--- src/tcg_pkg.sv ---
package tcg_pkg;

    // Register word addresses; each 8-bit register takes one aligned 32-bit word.
    localparam logic [3:0] ADDR_COUNT_HIGH   = 4'h0;
    localparam logic [3:0] ADDR_COUNT_LOW    = 4'h1;
    localparam logic [3:0] ADDR_RELOAD_HIGH  = 4'h2;
    localparam logic [3:0] ADDR_RELOAD_LOW   = 4'h3;
    localparam logic [3:0] ADDR_CAPTURE_HIGH = 4'h4;
    localparam logic [3:0] ADDR_CAPTURE_LOW  = 4'h5;
    localparam logic [3:0] ADDR_CONTROL      = 4'h7;
    localparam logic [3:0] ADDR_STATUS       = 4'h8;

    // Control register fields; the output enable bit (CTRL_OUT_EN_BIT) lives in the status register.
    localparam int CTRL_ENABLE_BIT   = 7;
    localparam int CTRL_POLARITY_BIT = 6;
    localparam int CTRL_PRESCALE_LSB = 3;
    localparam int CTRL_MODE_LSB     = 0;
    localparam int CTRL_OUT_EN_BIT   = 0;

    // Reset values, and the count loaded on a restart (COUNT_RESTART).
    localparam logic [15:0] COUNT_RESET    = 16'h0001;
    localparam logic [15:0] RELOAD_RESET   = 16'hffff;
    localparam logic [15:0] CAPTURE_RESET  = 16'h0000;
    localparam logic [7:0]  CONTROL_RESET  = 8'h00;
    localparam logic [15:0] COUNT_RESTART  = 16'h0001;

    typedef enum logic [2:0]
    {
        TCG_MODE_CAPTURE  = 3'h0,
        TCG_MODE_COMPARE  = 3'h1,
        TCG_MODE_GATED    = 3'h2,
        TCG_MODE_CAPCMP   = 3'h3
    } tcg_mode_t;

endpackage

--- src/tcg_prescale_if.sv ---
`timescale 1ns/10ps
interface tcg_prescale_if;
    logic       run;
    logic [2:0] shift;
    logic       tick;

    modport ctrl
    (
        output run,
        output shift,
        input  tick
    );
    modport div
    (
        input  run,
        input  shift,
        output tick
    );
endinterface

--- src/tcg_prescaler.sv ---
`timescale 1ns/10ps
module tcg_prescaler
(
    input  wire logic  clock,
    input  wire logic  rst,
    tcg_prescale_if.div ps
);
    logic [6:0] div_ff;
    logic [6:0] limit;

    assign limit = 7'((8'h01 << ps.shift) - 8'h01);

    // The divider restarts whenever the timer stops, so each run begins on a full period.
    always_ff @(posedge clock or posedge rst)
    begin
        if (rst)
            div_ff <= 7'h00;
        else if (!ps.run || div_ff >= limit)
            div_ff <= 7'h00;
        else
            div_ff <= div_ff + 7'h01;
    end

    assign ps.tick = ps.run && (div_ff >= limit);
endmodule

--- src/tcg_timer.sv ---
`timescale 1ns/10ps
module tcg_timer
(
    input  wire logic                    clock,
    input  wire logic                    rst,
    input  wire logic [3:0]              avs_address,
    input  wire logic                    avs_read,
    input  wire logic                    avs_write,
    input  wire logic [31:0]             avs_writedata,
    input  wire logic [3:0]              avs_byteenable,
    output logic      [31:0]             avs_readdata,
    output logic                         avs_waitrequest,
    input  wire logic                    timer_in,
    output logic                         timer_out,
    output logic                         timer_irq
);
    import tcg_pkg::*;

    logic [15:0] count_ff;
    logic [15:0] reload_ff;
    logic [15:0] capture_ff;
    logic [7:0]  reload_hold_ff;
    logic [7:0]  low_hold_ff;
    logic [7:0]  control_ff;
    logic        out_en_ff;
    logic        out_ff;
    logic        irq_ff;
    logic        armed_ff;
    logic        first_pass_ff;
    logic        in_meta_ff;
    logic        in_sync_ff;
    logic        in_prev_ff;
    logic        ack_ff;
    logic [31:0] rdata_ff;

    logic        enabled;
    logic        polarity;
    tcg_mode_t   mode;
    logic        tick;
    logic        edge_sel;
    logic        in_active;
    logic        in_leave;
    logic        at_reload;
    logic        wr_acc;
    logic        rd_acc;
    logic        rd_req;
    logic [7:0]  wbyte;
    logic        irq_event;
    logic        toggle_event;
    logic [15:0] nxt_count;

    tcg_prescale_if ps ();

    tcg_prescaler u_prescaler
    (
        .clock (clock),
        .rst   (rst),
        .ps    (ps.div)
    );

    assign enabled   = control_ff[CTRL_ENABLE_BIT];
    assign polarity  = control_ff[CTRL_POLARITY_BIT];
    assign mode      = tcg_mode_t'(control_ff[CTRL_MODE_LSB +: 3]);
    assign ps.run    = enabled;
    assign ps.shift  = control_ff[CTRL_PRESCALE_LSB +: 3];
    assign tick      = ps.tick;
    assign at_reload = (count_ff == reload_ff);

    // One-cycle answer: waitrequest is low in the cycle after a request is seen.
    assign avs_waitrequest = (avs_read || avs_write) && !ack_ff;
    assign wr_acc          = avs_write && ack_ff;
    assign rd_acc          = avs_read && ack_ff;
    assign rd_req          = avs_read && !ack_ff;
    assign wbyte           = avs_byteenable[0] ? avs_writedata[7:0] : 8'h00;
    assign avs_readdata    = rdata_ff;
    assign timer_out       = out_ff;
    assign timer_irq       = irq_ff;

    always_ff @(posedge clock or posedge rst)
    begin
        if (rst)
            ack_ff <= 1'b0;
        else
            ack_ff <= (avs_read || avs_write) && !ack_ff;
    end

    // The pin is asynchronous; only the second and third stages feed edge and level logic.
    always_ff @(posedge clock or posedge rst)
    begin
        if (rst)
        begin
            in_meta_ff <= 1'b0;
            in_sync_ff <= 1'b0;
            in_prev_ff <= 1'b0;
        end
        else
        begin
            in_meta_ff <= timer_in;
            in_sync_ff <= in_meta_ff;
            in_prev_ff <= in_sync_ff;
        end
    end

    assign edge_sel  = polarity ? (!in_sync_ff && in_prev_ff) : (in_sync_ff && !in_prev_ff);
    assign in_active = (in_sync_ff == polarity);
    assign in_leave  = (in_prev_ff == polarity) && (in_sync_ff != polarity);

    // Counter next value. Bus byte writes take priority over counting.
    always_comb
    begin
        nxt_count    = count_ff;
        irq_event    = 1'b0;
        toggle_event = 1'b0;
        if (enabled)
        begin
            unique case (mode)
                TCG_MODE_CAPTURE:
                begin
                    if (edge_sel)
                        irq_event = 1'b1;
                    if (tick)
                    begin
                        if (at_reload)
                            irq_event = 1'b1;
                        nxt_count = count_ff + 16'h0001;
                    end
                end
                TCG_MODE_COMPARE:
                begin
                    if (tick)
                    begin
                        if (at_reload)
                        begin
                            irq_event    = 1'b1;
                            toggle_event = 1'b1;
                        end
                        nxt_count = count_ff + 16'h0001;
                    end
                end
                TCG_MODE_GATED:
                begin
                    if (in_leave)
                        irq_event = 1'b1;
                    if (tick && in_active)
                    begin
                        if (at_reload)
                        begin
                            irq_event    = 1'b1;
                            toggle_event = 1'b1;
                            nxt_count    = COUNT_RESTART;
                        end
                        else
                            nxt_count = count_ff + 16'h0001;
                    end
                end
                TCG_MODE_CAPCMP:
                begin
                    if (armed_ff && edge_sel)
                    begin
                        irq_event = 1'b1;
                        nxt_count = COUNT_RESTART;
                    end
                    else if (armed_ff && tick)
                    begin
                        if (at_reload)
                        begin
                            irq_event    = 1'b1;
                            toggle_event = 1'b1;
                            nxt_count    = COUNT_RESTART;
                        end
                        else
                            nxt_count = count_ff + 16'h0001;
                    end
                end
                default:
                begin
                    nxt_count = count_ff;
                end
            endcase
        end
        if (wr_acc && avs_address == ADDR_COUNT_HIGH)
            nxt_count = {wbyte, nxt_count[7:0]};
        if (wr_acc && avs_address == ADDR_COUNT_LOW)
            nxt_count = {nxt_count[15:8], wbyte};
    end

    always_ff @(posedge clock or posedge rst)
    begin
        if (rst)
            count_ff <= COUNT_RESET;
        else
            count_ff <= nxt_count;
    end

    // Capture/Compare waits for its first edge; disabling rearms that wait.
    always_ff @(posedge clock or posedge rst)
    begin
        if (rst)
            armed_ff <= 1'b0;
        else if (!enabled || mode != TCG_MODE_CAPCMP)
            armed_ff <= 1'b0;
        else if (edge_sel)
            armed_ff <= 1'b1;
    end

    // Kept for software visibility of whether the programmed start count is still in use in gated mode.
    always_ff @(posedge clock or posedge rst)
    begin
        if (rst)
            first_pass_ff <= 1'b1;
        else if (!enabled)
            first_pass_ff <= 1'b1;
        else if (toggle_event && mode == TCG_MODE_GATED)
            first_pass_ff <= 1'b0;
    end

    always_ff @(posedge clock or posedge rst)
    begin
        if (rst)
            capture_ff <= CAPTURE_RESET;
        else if (enabled && edge_sel
                 && (mode == TCG_MODE_CAPTURE || (mode == TCG_MODE_CAPCMP && armed_ff)))
            capture_ff <= count_ff;
        else if (wr_acc && avs_address == ADDR_CAPTURE_HIGH)
            capture_ff[15:8] <= wbyte;
        else if (wr_acc && avs_address == ADDR_CAPTURE_LOW)
            capture_ff[7:0] <= wbyte;
    end

    always_ff @(posedge clock or posedge rst)
    begin
        if (rst)
        begin
            reload_ff      <= RELOAD_RESET;
            reload_hold_ff <= RELOAD_RESET[15:8];
        end
        else if (wr_acc && avs_address == ADDR_RELOAD_HIGH)
            reload_hold_ff <= wbyte;
        else if (wr_acc && avs_address == ADDR_RELOAD_LOW)
            reload_ff <= {reload_hold_ff, wbyte};
    end

    always_ff @(posedge clock or posedge rst)
    begin
        if (rst)
        begin
            control_ff <= CONTROL_RESET;
            out_en_ff  <= 1'b0;
        end
        else if (wr_acc && avs_address == ADDR_CONTROL)
            control_ff <= wbyte;
        else if (wr_acc && avs_address == ADDR_STATUS)
            out_en_ff <= wbyte[CTRL_OUT_EN_BIT];
    end

    // While disabled the output follows the polarity bit, giving its starting level.
    always_ff @(posedge clock or posedge rst)
    begin
        if (rst)
            out_ff <= 1'b0;
        else if (!enabled)
            out_ff <= polarity;
        else if (toggle_event && out_en_ff)
            out_ff <= !out_ff;
    end

    // The interrupt is a one-cycle pulse towards an external interrupt controller.
    always_ff @(posedge clock or posedge rst)
    begin
        if (rst)
            irq_ff <= 1'b0;
        else
            irq_ff <= irq_event;
    end

    // The low byte is held at the same edge that samples the high byte, so no carry can tear them.
    always_ff @(posedge clock or posedge rst)
    begin
        if (rst)
            low_hold_ff <= COUNT_RESET[7:0];
        else if (rd_req && enabled && avs_address == ADDR_COUNT_HIGH)
            low_hold_ff <= count_ff[7:0];
    end

    always_ff @(posedge clock or posedge rst)
    begin
        if (rst)
            rdata_ff <= 32'h0000_0000;
        else if (avs_read && !ack_ff)
        begin
            unique case (avs_address)
                ADDR_COUNT_HIGH:   rdata_ff <= {24'h000000, count_ff[15:8]};
                ADDR_COUNT_LOW:    rdata_ff <= {24'h000000,
                                    enabled ? low_hold_ff : count_ff[7:0]};
                ADDR_RELOAD_HIGH:  rdata_ff <= {24'h000000, reload_ff[15:8]};
                ADDR_RELOAD_LOW:   rdata_ff <= {24'h000000, reload_ff[7:0]};
                ADDR_CAPTURE_HIGH: rdata_ff <= {24'h000000, capture_ff[15:8]};
                ADDR_CAPTURE_LOW:  rdata_ff <= {24'h000000, capture_ff[7:0]};
                ADDR_CONTROL:      rdata_ff <= {24'h000000, control_ff};
                ADDR_STATUS:       rdata_ff <= {24'h000000, 3'h0, armed_ff, first_pass_ff,
                                                in_sync_ff, out_ff, out_en_ff};
                default:           rdata_ff <= 32'h0000_0000;
            endcase
        end
    end
endmodule

--- config.mk ---
export PLATFORM = sky130hd
export DESIGN_NAME = tcg_timer
export DESIGN_NICKNAME = d
export VERILOG_FILES = /design/src/tcg_pkg.sv /design/src/tcg_prescale_if.sv /design/src/tcg_prescaler.sv /design/src/tcg_timer.sv
export SDC_FILE = /design/constraint.sdc
export NUM_CORES = 1
export LEC_CHECK = 0
export BUFFER_PORTS_ARGS = -buffer_cell sky130_fd_sc_hd__buf_2
export CORE_ASPECT_RATIO = 1.1
export CORE_MARGIN = 3
export CORE_UTILIZATION = 58
export DETAILED_ROUTE_END_ITERATION = 16
export PLACE_DENSITY_LB_ADDON = 0.05
export SYNTH_ARGS = -nofsm -noshare
export SYNTH_HDL_FRONTEND = slang
export SYNTH_HIERARCHICAL = 1
export SYNTH_SLANG_ARGS = --single-unit
--- constraint.sdc ---
create_clock -name clock -period 3.39 [get_ports clock]
set_input_delay 0.1695 -clock clock [delete_from_list [all_inputs] [get_ports clock]]
set_output_delay 0.1695 -clock clock [all_outputs]
set_load 0.01 [all_outputs]
==> results.json <==
{
  "cp_slowest_cell": "dfrtp_1",
  "endpoint_kind": "flop",
  "slowest_delay_ns": 0.46,
  "rows": 37,
  "tritoncts": "yes",
  "synth_edf_count": 0,
  "crit_start": "control_ff[3]",
  "via_per_inst": 6.212,
  "worstHoldStart": "avs_write",
  "antenna_found_initial": 0,
  "status": "finished, final reports clean",
  "crit_family": "simple AND/OR/NAND/NOR gates",
  "path_depth": 11,
  "worstPathCellList": "or3_1, ha_1, nor2b_1, o21ai_2, a41oi_1, nor2b_1, o311ai_0, a31o_2, buf_4, nor3_2, a221o_1",
  "drc": 0,
  "finalHoldViolCount": 0,
  "syn_area_mm2": 0.005635,
  "synthDominantCellAreaShare_pct": 30.64,
  "synthTopCellsByArea": "dfrtp_1 (31%), dfstp_2 (13%), mux2i_1 (4.4%)",
  "rr_startpoint": "control_ff[3]",
  "synth_area_per_cell_um2": 9.330,
  "grt_max_degree": 35,
  "maxCapViolations": 0,
  "die-width_um": 99.99,
  "clock_latency_ns": 0.36,
  "cp_max_fo": 7,
  "ys_top_cells_by_count": "dfrtp_1 (69), nand2_1 (63), nor2_1 (57), o21ai_0 (35), clkbuf_1 (32)",
  "min_period_over_period_pct": 91.09,
  "core_area_mm2": 0.009398,
  "gp_congestion": 0.9375,
  "slew_headroom_pct": 50.27,
  "dr.pass1.iters": 5,
  "dp.final_hpwl_mm": 11.12,
  "cts.sinks": 96,
  "diodes": 0,
  "synth_most_common_cell": "dfrtp_1",
  "worst_pin_slew_ns": 0.7441,
  "skew_ns": 0.01284,
  "cts_made_buffers": 9,
  "detail-route-antenna-nets": 0,
  "final_max_slew_viol_count": 0,
  "tns_ns": 0,
  "ys_types": 64,
  "htreeDepth": 3,
  "fp.dieArea_mm2": 0.01094,
  "worstHoldPathCells": 3,
  "max_freq_mhz": 323.8,
  "grt_pass1_vias": 4251,
  "port_buffers": 28,
  "clock_path_buffers": 2,
  "routedWlPerCell_um": 20.34,
  "ys_seq_elements": 96,
  "synthFlopType": "dfrtp_1",
  "crit_type": "reg -> reg",
  "post-route-util_pct": 63.93,
  "synth_top_area_cell": "dfrtp_1",
  "grt_usage_pct": 28.39,
  "grt_overflow": 0,
  "crit_required_ns": 3.69,
  "io_pins": 80,
  "multi_input_area_mm2": 0.002887,
  "period_minus_slack_ns": 3.088,
  "drt-total-wl_mm": 15.05,
  "report.final.setup_viol": 0,
  "fin_nets": 672,
  "leakage_nw": 2.599,
  "synth.yosys.seq_area_share_pct": 43.23,
  "crit_top_cell": "nor2b_1",
  "synth_warnings": 6,
  "synthCells": 604,
  "async_flop_share_pct": 100.0,
  "cts_resized": 0,
  "fillCellCount": 815,
  "hold_class": "in -> reg",
  "drive_gt1_share_pct": 18.94,
  "first_iter_violations": 338,
  "grt_pass1_wl_mm": 23.45,
  "cp.arrival_ns": 3.39,
  "die_h_um": 109.4,
  "rsz0062_at_grt": "false",
  "path_clk_slew_ns": 0.10,
  "area_growth_pct": 6.616,
  "path_buf_inv": 1,
  "powerDensity_mw_per_mm2": 487.9,
  "cp-start-kind": "flop",
  "vias": 4597,
  "seq_area_mm2": 0.002436,
  "ir_drop_mv": 0.3112,
  "cts_root_buffer": "clkbuf_8",
  "r2r_cells": 11,
  "start_util_pct": 59.97
}
## tightest hold or removal path: cells and delay by family
kind,cells,cell delay (ns)
buffers and inverters,1,0.09
and+or+nand+nor,2,0.15
## final cells by class
type / instances / area share (%)
clock buffer: 11 / 2.895
clock inverter: 5 / 0.6456
inverter: 12 / 0.7705
multi-input combinational: 453 / 48.04
sequential: 96 / 40.55
tap: 117 / 2.436
timing repair buffer: 46 / 4.665
## cells by family after synthesis
family | synth area share, %
and+or+nand+nor | 18.98
AOI/OAI and AO/OA | 17.03
DFF | 43.23
buffers and inverters | 7.083
muxes | 8.037
xor gates and xnor gates | 3.575
adders and majority gates | 1.998
other | 0.06654
## metal layers
layer / up-vias / global-route usage (%) / part of all wire [%]
met3: 41 / 4.949 / 8.1
li1: 2143 / - / -
met2: 195 / 42.14 / 46
met4: 0 / 14.44 / 3.6
met5: - / 0 / 0
met1: 2218 / 40.07 / 43
## cell usage in the layout, fill, tap and decap left out, drive strengths merged, types with 12 or more instances in the layout
master / synthesis / final
dfrtp: 69 / 69
nand2: 63 / 63
nor2: 57 / 57
buf: 34 / 44
o21ai: 40 / 40
a21oi: 28 / 28
dfstp: 27 / 27
nand3: 26 / 26
mux2i: 25 / 25
conb: 1 / 24
xnor2: 18 / 18
mux2: 18 / 18
and2: 15 / 15
inv: 12 / 14
a221o: 12 / 12
a22o: 12 / 12
## stage by stage
stage | cells | total power [W] | hold slack (ns) | instance area (um^2) | setup WS [ns]
2_1_floorplan | 627 | 0.001954 | -0.02710 | 5722 | 0.4556
3_3_place_gp | 722 | 0.002126 | 0.1165 | 5776 | 0.3966
3_5_place_dp | 722 | 0.002152 | 0.1251 | 5776 | 0.3555
4_1_cts | 740 | 0.002937 | 0.08059 | 6008 | 0.3002
5_1_grt | 740 | 0.003089 | 0.1213 | 6008 | 0.01792
6_report | 740 | 0.002932 | 0.08650 | 6008 | 0.3020
## final timing paths
path,to,slack [ns]
min in group asynchronous,u_prescaler/div_ff[0],0.28
min,ack_ff,0.09
max reg2reg,count_ff[8],0.30
max in group asynchronous,low_hold_ff[0],2.22
max,count_ff[8],0.30
min reg2reg,in_sync_ff,0.37
## where the power goes
| group | total [W] | internal [W] | leakage, nW | switching [W] |
|---|---|---|---|---|
| Combinational | 0.000582 | 0.000269 | 1.36 | 0.000313 |
| Sequential | 0.00156 | 0.00135 | 1.13 | 0.000211 |
| Clock | 0.000789 | 0.000363 | 0.107 | 0.000426 |
## flip-flops by register name, summed over array words and instances, names as in the netlist
register and cells:
low_hold_ff 8, ack_ff 1, u_prescaler/div_ff 7, timer_irq 1, out_en_ff 1, timer_out 1, avs_readdata 8, armed_ff 1
in_sync_ff 1, capture_ff 16, reload_hold_ff 8, control_ff 8, in_prev_ff 1, count_ff 16, first_pass_ff 1, in_meta_ff 1
reload_ff 16
## timing repair
item                                   4_1_cts  5_1_grt
hold buffers                                 2        0
setup buffers                                0        0
endpoints found under the hold margin       16        0
setup endpoints to repair                    0        0
Note: power is estimated with default switching activity, not from simulation.
